--- config.mk ---
export PLATFORM = sky130hd
export DESIGN_NAME = iss_standby_seq
export DESIGN_NICKNAME = d
export VERILOG_FILES = /design/src/design/iss_pkg.sv /design/src/design/iss_input_sync.sv /design/src/design/iss_standby_seq.sv
export SDC_FILE = /design/constraint.sdc
export NUM_CORES = 1
export LEC_CHECK = 0
export ABC_AREA = 0
export ABC_CLOCK_PERIOD_IN_PS = 15400
export BUFFER_PORTS_ARGS = -buffer_cell sky130_fd_sc_hd__buf_2
export CAP_MARGIN = 20
export CORE_MARGIN = 2
export CORE_UTILIZATION = 48
export DETAILED_ROUTE_END_ITERATION = 8
export PLACE_DENSITY = 0.77
export SKIP_LAST_GASP = 1
export SLEW_MARGIN = 20
export SYNTH_ARGS = -nofsm -noshare
export SYNTH_HDL_FRONTEND = slang
export SYNTH_SLANG_ARGS = --single-unit
--- constraint.sdc ---
create_clock -name mclk -period 15.4 [get_ports mclk]
set_input_delay 3.08 -clock mclk [delete_from_list [all_inputs] [get_ports mclk]]
set_output_delay 3.08 -clock mclk [all_outputs]
set_load 0.02 [all_outputs]
--- src/design/iss_pkg.sv ---
package iss_pkg;

  // register offsets (byte addresses)
  localparam logic [7:0] ADDR_CTRL   = 8'h00;
  localparam logic [7:0] ADDR_WAIT   = 8'h04;
  localparam logic [7:0] ADDR_PWM_LO = 8'h08;
  localparam logic [7:0] ADDR_PWM_HI = 8'h0C;
  localparam logic [7:0] ADDR_STATUS = 8'h10;

  // control register fields
  localparam int CTRL_CHECK_BIT = 0;
  localparam int CTRL_DIAG_BIT  = 1;
  localparam int CTRL_AUTO_BIT  = 2;

  // status register fields
  localparam int STAT_STBY_BIT   = 0;
  localparam int STAT_WAKE_BIT   = 1;
  localparam int STAT_FFREE_BIT  = 2;
  localparam int STAT_FBU_BIT    = 3;
  localparam int STAT_MSG_BIT    = 4;
  localparam int STAT_UNLOCK_BIT = 5;
  localparam int STAT_HIGH_BIT   = 6;
  localparam int STAT_FREQ_LSB   = 8;

  // switching frequency in 0.1 kHz units
  localparam logic [7:0] FREQ_MIN    = 8'h19;
  localparam logic [7:0] FREQ_LO_MAX = 8'h64;
  localparam logic [7:0] FREQ_HI_MAX = 8'hA0;
  localparam logic [7:0] FREQ_LO_RST = 8'h50;
  localparam logic [7:0] FREQ_HI_RST = 8'hA0;

  // reset values
  localparam logic [7:0] WAIT_RST = 8'h3C;
  localparam logic       CHK_RST  = 1'b1;
  localparam logic       AUTO_RST = 1'b1;

  // timing
  localparam longint CLK_HZ        = 64'd250_000_000;
  localparam longint READY_DLY_MS  = 64'd3000;
  localparam longint ESC_HOLD_MS   = 64'd5000;
  localparam longint SECOND_MS     = 64'd1000;
  localparam longint READY_DLY_CYC = READY_DLY_MS * CLK_HZ / 64'd1000;
  localparam longint ESC_HOLD_CYC  = ESC_HOLD_MS * CLK_HZ / 64'd1000;
  localparam longint SECOND_CYC    = SECOND_MS * CLK_HZ / 64'd1000;

  typedef enum logic [1:0] {
    ISS_READY   = 2'b00,
    ISS_STANDBY = 2'b01,
    ISS_WAKE    = 2'b11
  } iss_state_t;

endpackage

--- src/design/iss_input_sync.sv ---
`timescale 1ns/100ps
module iss_input_sync
  import iss_pkg::*;
#(
  parameter int WIDTH = 2
) (
  // clock and reset
  input  wire logic             mclk,
  input  wire logic             reset,
  // asynchronous levels in, filtered levels out
  input  wire logic [WIDTH-1:0] pinIn,
  output logic      [WIDTH-1:0] levelOut
);

  genvar i;
  generate
    for (i = 0; i < WIDTH; i++) begin : gSync
      logic stage1_r;
      logic stage2_r;
      logic stage3_r;
      logic level_r;
      always_ff @(posedge mclk or posedge reset) begin
        if (reset) begin
          stage1_r <= 1'b0;
          stage2_r <= 1'b0;
          stage3_r <= 1'b0;
        end else begin
          stage1_r <= pinIn[i];
          stage2_r <= stage1_r;
          stage3_r <= stage2_r;
        end
      end
      // a change counts only once two later stages agree
      always_ff @(posedge mclk or posedge reset) begin
        if (reset) begin
          level_r <= 1'b0;
        end else if (stage2_r == stage3_r) begin
          level_r <= stage3_r;
        end
      end
      assign levelOut[i] = level_r;
    end
  endgenerate

endmodule

--- src/design/iss_standby_seq.sv ---
// Decided for this implementation: the address-and-strobe port and the register addresses.
`timescale 1ns/100ps
module iss_standby_seq
  import iss_pkg::*;
#(
  parameter int unsigned READY_CYC  = 32'(READY_DLY_CYC),
  parameter int unsigned ESC_CYC    = 32'(ESC_HOLD_CYC),
  parameter int unsigned SECOND_LEN = 32'(SECOND_CYC)
) (
  // clock and reset
  input  wire logic        mclk,
  input  wire logic        reset,
  // register port
  input  wire logic [7:0]  regAddr,
  input  wire logic [31:0] regWrData,
  input  wire logic        regWrite,
  input  wire logic        regRead,
  output logic      [31:0] regRdData_r,
  // pins from the lift controller and keypad
  input  wire logic        standbyReqPin,
  input  wire logic        driveEnableSignal,
  input  wire logic        setKeyPin,
  input  wire logic        escKeyPin,
  // events from the drive logic, same clock
  input  wire logic        endOfTravel,
  input  wire logic        checkMsgEvent,
  input  wire logic        diagDone,
  input  wire logic        freqFallback,
  // outputs
  output logic             faultFreeOutput_r,
  output logic             feedbackUnitControlOutput_r,
  output logic             standbyActive_r,
  output logic             checkMsgPending_r,
  output logic             freqUnlocked_r,
  output logic      [7:0]  pwmFreq_r
);

  ////////////////////////////////////////////////////////////////////////////
  logic [3:0]  syncLevel;
  logic        standbyReq;
  logic        driveEnable;
  logic        setKey;
  logic        escKey;
  logic        setKeyPrev_r;
  logic        setKeyPress;

  iss_input_sync #(.WIDTH(4)) uSync (
    .mclk     (mclk),
    .reset    (reset),
    .pinIn    ({escKeyPin, setKeyPin, driveEnableSignal, standbyReqPin}),
    .levelOut (syncLevel)
  );

  assign standbyReq  = syncLevel[0];
  assign driveEnable = syncLevel[1];
  assign setKey      = syncLevel[2];
  assign escKey      = syncLevel[3];
  assign setKeyPress = setKey && !setKeyPrev_r;

  always_ff @(posedge mclk or posedge reset) begin
    if (reset) begin
      setKeyPrev_r <= 1'b0;
    end else begin
      setKeyPrev_r <= setKey;
    end
  end

  ////////////////////////////////////////////////////////////////////////////
  // register writes
  logic       autoParamCheckEnable_r;
  logic       autoParamDiagEnable_r;
  logic       autoMode_r;
  logic [7:0] waitTime_r;
  logic [7:0] pwmLo_r;
  logic [7:0] pwmHi_r;
  logic [7:0] wrByte;
  logic       wrCtrl;

  assign wrByte = regWrData[7:0];
  assign wrCtrl = regWrite && (regAddr == ADDR_CTRL);

  always_ff @(posedge mclk or posedge reset) begin
    if (reset) begin
      autoParamCheckEnable_r <= CHK_RST;
      autoMode_r             <= AUTO_RST;
      waitTime_r             <= WAIT_RST;
    end else begin
      if (wrCtrl) begin
        autoParamCheckEnable_r <= regWrData[CTRL_CHECK_BIT];
        autoMode_r             <= regWrData[CTRL_AUTO_BIT];
      end
      if (regWrite && regAddr == ADDR_WAIT) begin
        waitTime_r <= wrByte;
      end
    end
  end

  // diagnostics run finishing wins over a write in the same cycle
  always_ff @(posedge mclk or posedge reset) begin
    if (reset) begin
      autoParamDiagEnable_r <= 1'b0;
    end else if (diagDone) begin
      autoParamDiagEnable_r <= 1'b0;
    end else if (wrCtrl) begin
      autoParamDiagEnable_r <= regWrData[CTRL_DIAG_BIT];
    end
  end

  // frequency settings locked until unlocked; out-of-range writes clamp
  always_ff @(posedge mclk or posedge reset) begin
    if (reset) begin
      pwmLo_r <= FREQ_LO_RST;
      pwmHi_r <= FREQ_HI_RST;
    end else if (regWrite && freqUnlocked_r) begin
      if (regAddr == ADDR_PWM_LO) begin
        pwmLo_r <= (wrByte < FREQ_MIN) ? FREQ_MIN :
                   (wrByte > FREQ_LO_MAX) ? FREQ_LO_MAX : wrByte;
      end
      if (regAddr == ADDR_PWM_HI) begin
        pwmHi_r <= (wrByte < FREQ_MIN) ? FREQ_MIN :
                   (wrByte > FREQ_HI_MAX) ? FREQ_HI_MAX : wrByte;
      end
    end
  end

  ////////////////////////////////////////////////////////////////////////////
  // escape hold unlock, stays unlocked until reset
  logic [31:0] escCnt_r;

  always_ff @(posedge mclk or posedge reset) begin
    if (reset) begin
      escCnt_r       <= 32'h0;
      freqUnlocked_r <= 1'b0;
    end else if (!escKey) begin
      escCnt_r <= 32'h0;
    end else if (escCnt_r == ESC_CYC - 1) begin
      freqUnlocked_r <= 1'b1;
    end else begin
      escCnt_r <= escCnt_r + 32'h1;
    end
  end

  // frequency selection
  always_ff @(posedge mclk or posedge reset) begin
    if (reset) begin
      pwmFreq_r <= FREQ_HI_RST;
    end else if (autoMode_r && !freqFallback) begin
      pwmFreq_r <= pwmHi_r;
    end else begin
      pwmFreq_r <= pwmLo_r;
    end
  end

  ////////////////////////////////////////////////////////////////////////////
  // parameter check message; a new message wins over the acknowledge
  always_ff @(posedge mclk or posedge reset) begin
    if (reset) begin
      checkMsgPending_r <= 1'b0;
    end else if (checkMsgEvent && (autoParamCheckEnable_r || autoParamDiagEnable_r)) begin
      checkMsgPending_r <= 1'b1;
    end else if (setKeyPress) begin
      checkMsgPending_r <= 1'b0;
    end
  end

  ////////////////////////////////////////////////////////////////////////////
  // drive standby sequencing
  iss_state_t  state_r;
  iss_state_t  state_nxt;
  logic [31:0] wakeCnt_r;
  logic        wakeDone;

  assign wakeDone = (wakeCnt_r == READY_CYC - 1);

  always_comb begin
    state_nxt = state_r;
    case (state_r)
      ISS_READY: begin
        if (standbyReq && !driveEnable) begin
          state_nxt = ISS_STANDBY;
        end
      end
      ISS_STANDBY: begin
        if (!standbyReq) begin
          state_nxt = ISS_WAKE;
        end
      end
      ISS_WAKE: begin
        if (standbyReq && !driveEnable) begin
          state_nxt = ISS_STANDBY;
        end else if (wakeDone) begin
          state_nxt = ISS_READY;
        end
      end
      default: begin
        state_nxt = ISS_READY;
      end
    endcase
  end

  always_ff @(posedge mclk or posedge reset) begin
    if (reset) begin
      state_r <= ISS_READY;
    end else begin
      state_r <= state_nxt;
    end
  end

  always_ff @(posedge mclk or posedge reset) begin
    if (reset) begin
      wakeCnt_r <= 32'h0;
    end else if (state_r == ISS_WAKE) begin
      wakeCnt_r <= wakeCnt_r + 32'h1;
    end else begin
      wakeCnt_r <= 32'h0;
    end
  end

  always_ff @(posedge mclk or posedge reset) begin
    if (reset) begin
      faultFreeOutput_r <= 1'b1;
      standbyActive_r   <= 1'b0;
    end else begin
      faultFreeOutput_r <= (state_nxt == ISS_READY);
      standbyActive_r   <= (state_nxt == ISS_STANDBY);
    end
  end

  ////////////////////////////////////////////////////////////////////////////
  // feedback unit standby; travel start wakes it at once, since the unit
  // needs a second before it can take regenerated energy
  logic        fbuArmed_r;
  logic [31:0] secCnt_r;
  logic [7:0]  secLeft_r;
  logic        secTick;

  assign secTick = (secCnt_r == SECOND_LEN - 1);

  always_ff @(posedge mclk or posedge reset) begin
    if (reset) begin
      secCnt_r <= 32'h0;
    end else if (!fbuArmed_r || secTick || endOfTravel) begin
      secCnt_r <= 32'h0;
    end else begin
      secCnt_r <= secCnt_r + 32'h1;
    end
  end

  always_ff @(posedge mclk or posedge reset) begin
    if (reset) begin
      fbuArmed_r                  <= 1'b0;
      secLeft_r                   <= 8'h0;
      feedbackUnitControlOutput_r <= 1'b1;
    end else if (waitTime_r == 8'h0 || driveEnable) begin
      fbuArmed_r                  <= 1'b0;
      feedbackUnitControlOutput_r <= 1'b1;
    end else if (endOfTravel) begin
      fbuArmed_r <= 1'b1;
      secLeft_r  <= waitTime_r;
    end else if (fbuArmed_r && secTick) begin
      if (secLeft_r == 8'h1) begin
        fbuArmed_r                  <= 1'b0;
        feedbackUnitControlOutput_r <= 1'b0;
      end else begin
        secLeft_r <= secLeft_r - 8'h1;
      end
    end
  end

  ////////////////////////////////////////////////////////////////////////////
  // register reads, data valid only in the cycle after the strobe
  logic [31:0] rdValue;

  always_comb begin
    rdValue = 32'h0;
    case (regAddr)
      ADDR_CTRL: begin
        rdValue[CTRL_CHECK_BIT] = autoParamCheckEnable_r;
        rdValue[CTRL_DIAG_BIT]  = autoParamDiagEnable_r;
        rdValue[CTRL_AUTO_BIT]  = autoMode_r;
      end
      ADDR_WAIT:   rdValue[7:0] = waitTime_r;
      ADDR_PWM_LO: rdValue[7:0] = pwmLo_r;
      ADDR_PWM_HI: rdValue[7:0] = pwmHi_r;
      ADDR_STATUS: begin
        rdValue[STAT_STBY_BIT]   = standbyActive_r;
        rdValue[STAT_WAKE_BIT]   = (state_r == ISS_WAKE);
        rdValue[STAT_FFREE_BIT]  = faultFreeOutput_r;
        rdValue[STAT_FBU_BIT]    = feedbackUnitControlOutput_r;
        rdValue[STAT_MSG_BIT]    = checkMsgPending_r;
        rdValue[STAT_UNLOCK_BIT] = freqUnlocked_r;
        rdValue[STAT_HIGH_BIT]   = (pwmFreq_r == pwmHi_r) && autoMode_r;
        rdValue[STAT_FREQ_LSB +: 8] = pwmFreq_r;
      end
      default: rdValue = 32'h0;
    endcase
  end

  always_ff @(posedge mclk or posedge reset) begin
    if (reset) begin
      regRdData_r <= 32'h0;
    end else begin
      regRdData_r <= regRead ? rdValue : 32'h0;
    end
  end

  ////////////////////////////////////////////////////////////////////////////
  noStandbyEnabled_a: assert property (@(posedge mclk) disable iff (reset)
    (state_r == ISS_READY && driveEnable) |=> state_r != ISS_STANDBY)
    else $error("standby entered while drive enabled");

  standbyEntry_a: assert property (@(posedge mclk) disable iff (reset)
    (state_r == ISS_READY && standbyReq && !driveEnable) |=> standbyActive_r)
    else $error("standby request not taken");

  faultOff_a: assert property (@(posedge mclk) disable iff (reset)
    (state_r != ISS_READY) |-> !faultFreeOutput_r)
    else $error("fault-free output high outside ready");

  wakeReady_a: assert property (@(posedge mclk) disable iff (reset)
    (state_r == ISS_WAKE && wakeDone && !standbyReq) |=> faultFreeOutput_r
      && state_r == ISS_READY && $past(wakeCnt_r) == READY_CYC - 1)
    else $error("ready not restored after wake delay");

  fbuOffCause_a: assert property (@(posedge mclk) disable iff (reset)
    $fell(feedbackUnitControlOutput_r) |-> $past(fbuArmed_r) && $past(secTick)
      && $past(secLeft_r) == 8'h1)
    else $error("feedback output dropped without wait expiry");

  fbuZeroWait_a: assert property (@(posedge mclk) disable iff (reset)
    (waitTime_r == 8'h0) |=> feedbackUnitControlOutput_r)
    else $error("feedback output inactive with zero wait");

  msgHold_a: assert property (@(posedge mclk) disable iff (reset)
    (checkMsgPending_r && !setKeyPress) |=> checkMsgPending_r)
    else $error("check message cleared without set key");

  apdClear_a: assert property (@(posedge mclk) disable iff (reset)
    diagDone |=> !autoParamDiagEnable_r)
    else $error("diagnostics enable survived a completed run");

  freqRange_a: assert property (@(posedge mclk) disable iff (reset)
    pwmLo_r >= FREQ_MIN && pwmLo_r <= FREQ_LO_MAX && pwmHi_r >= FREQ_MIN
      && pwmHi_r <= FREQ_HI_MAX)
    else $error("switching frequency out of range");

  unlockHold_a: assert property (@(posedge mclk) disable iff (reset)
    $rose(freqUnlocked_r) |-> $past(escKey) && $past(escCnt_r) == ESC_CYC - 1)
    else $error("frequency unlocked without full escape hold");

  freqSelect_a: assert property (@(posedge mclk) disable iff (reset)
    (autoMode_r && !freqFallback) |=> pwmFreq_r == $past(pwmHi_r))
    else $error("auto mode not on high frequency");

endmodule

==> impl.org <==
** Worst setup path
- Crit path required time :: 15.72 ns
- The largest individual stage delay along the critical path comes from the cell and4b_1.
- The critical path in this run is classified as primary input to flop.
- Maximum fanout along the worst path :: 14
- Slowest stage delay, CP :: 0.60 ns
- CP Buf/Inv Count :: 1
- The worst setup path is captured at a flop.
- The critical path goes through buf_2, or4_4, nor4b_4, and4b_1, mux2_2.
- The kind of cell with the highest combined delay along the critical path is simple AND/OR/NAND/NOR gates.
- At the worst endpoint, the arrival time is 5.07 ns.
- Setup crit start kind :: primary input

** Clocking
- At the later pin of the worst-skew pair, clock insertion delay measures 0.43 ns.
- CTS built an H-tree with a depth of 4.
- Maximum count of clock buffers along a single path :: 2
- Gates resized, CTS repair :: 0
- Clock-pin slew on the worst setup and hold paths :: 0.07 ns
- The clock drives 180 sinks.
- Clk root buf :: clkbuf_16
- Clock buffer count from CTS :: 17
- Number of hold buffers added after CTS :: 0
- Clock tree from TritonCTS :: built
- Setup Fix Bufs, Post-CTS :: 0

** Floorplanning
- Die width :: 140 um
- The total area inside the core boundary comes to 0.0180 mm2.
- The die is 140 um tall.
- For this design the top-level I/O count stands at 97.
- The floorplan has 49 rows.
- The initial utilization of the core area, before any placement, comes to 0.491.
- The die covers 0.0195 mm2.

** Route
- For this run, design rule violations remaining after detail routing come to 0.
- Wires add up to 17500 um.
- After detailed routing, the number of vias per cell comes to 5.63.
- After detailed routing, the average wire length per cell comes to 15.3 um.
- ANT nets after route :: 0
- The routed layout has 6427 vias.
- The first detailed-routing pass ran for 4 iterations.
- Starting DRT DRC Count :: 419

** Synthesis
- Share of the synthesized area in the top cell type :: 0.470
- Number of distinct library cell variants in the gate-level netlist after synthesis :: 60
- Synth Area per Inst :: 10.3 um2
- Proportion of synthesized chip area in sequential cells :: 0.511
- Counting flops and latches in the post-synthesis netlist gives 180.
- Dominant cell type by area after synthesis :: dfrtp_1
- Among all flip-flop cells after synthesis, the most frequent one is dfrtp_1.
- The synthesized design contains 0 enable-type register cells.
- The mapped netlist covers 0.00884 mm2.
- By count the netlist is led by dfrtp_1 (166), nor2_1 (94), nand2_1 (57), xnor2_1 (51), nand3_1 (39).
- Synth warnings :: 0
- Synthesis produced a netlist whose cell count is 860.
- Ranked by total cell area, the synthesized netlist is headed by dfrtp_1 (47%), xnor2_1 (5.1%), dfstp_2 (4.2%).
- dfrtp_1 is the most common cell in the netlist.
- Of all flip-flops after synthesis, the portion carrying an async set or reset was 1.00.

** Place
- Detailed placement ended at an HPWL of 11900 um.
- IO buf count :: 56
- Setup Slack @ Placement :: 10.20 ns
- Gpl congestion :: 0.843

** Power
- For this design the static power due to leakage is 4.34 nW.
- Dividing total power by cell area gives a power density of 103 mW/mm2.
- IR drop worst, VDD :: 85.8 uV

** Global route
- For this run the aggregate overflow at the end of global routing stands at 0.
- Global-route wire length before repair :: 30200 um
- Maximum number of pins on one net before global-route repair :: 78
- GRT Total Usage :: 0.187
- The initial antenna violation count is 0.
- Vias in the first global route :: 6223

** STA
- In the finished design, the share of the clock period the worst path needs comes to 0.309.
- Slew Limit Headroom :: 0.311
- Worst Slack Setup Final :: 10.65 ns
- Across the routed clock network, the largest skew measured is 0.00889 ns.
- Setup repair after global routing left no endpoint under its margin.
- For the finished layout, the period the worst path requires is 4.75 ns.
- Final number of hold-violating endpoints :: 0
- After routing, the total negative slack on setup checks comes to 0 ns.
- Max-slew violation count :: 0
- At the pin with the least slew margin, the transition time is 1.03 ns.
- Number of setup violations in the final report :: 0
- Timing would allow up to 210 MHz.

** Worst hold path
- The path class of the tightest hold or removal check is flop to flop.

** Layout
- Number of inserted diodes :: 0
- Area grow syn2layout :: 10.9%
- Nets :: 957
- The filler cells instantiated in the layout total 1583.
- Of the cells placed in the final design, the portion with a size suffix greater than 1 is 0.159.

** Flow run
- Max_cap viols :: 0

** Outcome
- Result of the run :: complete, no violations
registers in the layout, indices dropped and copies added, names as in the netlist, 2 cells and up:
| signal | count |
|---|---|
| escCnt_r | 32 |
| secCnt_r | 32 |
| wakeCnt_r | 32 |
| regRdData_r | 16 |
| pwmFreq_r | 8 |
| pwmHi_r | 8 |
| pwmLo_r | 8 |
| secLeft_r | 8 |
| waitTime_r | 8 |
| uSync.gSync.level_r | 4 |
| uSync.gSync.stage1_r | 4 |
| uSync.gSync.stage2_r | 4 |
| uSync.gSync.stage3_r | 4 |
| state_r | 2 |
path summary, 6_finish.rpt:
path | end | slack, ns | cells after the start | from
max in group asynchronous | fbuArmed_r | 10.82 | 4 | reset
max | pwmLo_r[2] | 10.65 | 5 | regAddr[1]
min | uSync.gSync[1].stage2_r | 0.35 | 0 | uSync.gSync[1].stage1_r
max reg2reg | secCnt_r[30] | 13.11 | 6 | secCnt_r[0]
min in group asynchronous | wakeCnt_r[26] | 2.68 | 2 | reset
min reg2reg | uSync.gSync[1].stage2_r | 0.35 | 0 | uSync.gSync[1].stage1_r
layout make-up:
class | count | area, um2 | share of cell area
inverters | 16 | 65.1 | 0.00663
flip-flops and latches | 180 | 4520 | 0.461
multi-input cells | 626 | 4050 | 0.413
clock buffers | 19 | 443 | 0.0452
repair buffers | 59 | 303 | 0.0309
clock inverters | 13 | 139 | 0.0142
well taps | 229 | 287 | 0.0292
placed cells by master (no fill, tap or decap), types with 11 or more instances in the layout:
cell type / netlist / layout
dfstp_2: 14 / 14
a21oi_1: 27 / 26
dfrtp_1: 166 / 166
nor2b_1: 11 / 11
mux2_2: 24 / 24
inv_1: 16 / 15
nor4_1: 18 / 18
xor2_1: 35 / 35
nand4_1: 36 / 36
nor3_1: 15 / 15
o21ai_0: 24 / 24
and3_1: 30 / 30
clkbuf_16: 0 / 17
conb_1: 1 / 16
and4_1: 16 / 16
nand3_1: 39 / 38
xnor2_1: 51 / 51
nor2_1: 94 / 94
and2_1: 29 / 29
nand2_1: 57 / 57
buf_2: 10 / 56
layer usage:
metal | GRT usage | part of all wire | vias to the layer above
met5 | 0 | 0 | -
met4 | 0.0589 | 0.014 | 0
met3 | 0.0385 | 0.040 | 18
met2 | 0.302 | 0.48 | 138
met1 | 0.256 | 0.47 | 3196
li1 | - | - | 3075
stage by stage:
stage          std cells  hold WS (ns)  power (mW)  utilization  instance area [um2]
2_1_floorplan        875         0.331       0.569            -                 8900
3_3_place_gp        1110         0.333       0.586        0.511                 9220
3_5_place_dp        1110         0.335       0.589        0.512                 9220
4_1_cts             1142         0.349        1.02        0.544                 9810
5_1_grt             1142         0.358        1.05        0.544                 9810
6_report            1142         0.348        1.01        0.544                 9810
worst register-to-register path: cells and delay by family, from the launching register on:
family / cells / cell delay (ns)
flip-flops: 1 / 0.39
adder cells (fa/ha/maj): 1 / 0.19
AND/OR/NAND/NOR: 5 / 1.58
cells by family (layout without fill, tap and decap cells):
kind of cell / Yosys count / count (layout) / share of synthesized area
AND/OR/NAND/NOR: 390 / 390 / 0.244
flip-flops: 180 / 180 / 0.511
AO/OA/AOI/OAI: 89 / 89 / 0.0623
XOR/XNOR: 86 / 86 / 0.0852
buffers and inverters: 69 / 107 / 0.0379
multiplexers: 36 / 36 / 0.0470
adder cells (fa/ha/maj): 9 / 9 / 0.0116
other: 1 / 16 / 0.000424
power breakdown:
part / switching [mW] / internal, mW
Clock: 0.194 / 0.233
Combinational: 0.0468 / 0.0251
Sequential: 0.0192 / 0.489
Total: 0.260 / 0.747
Power figures use the tool's default switching activity.
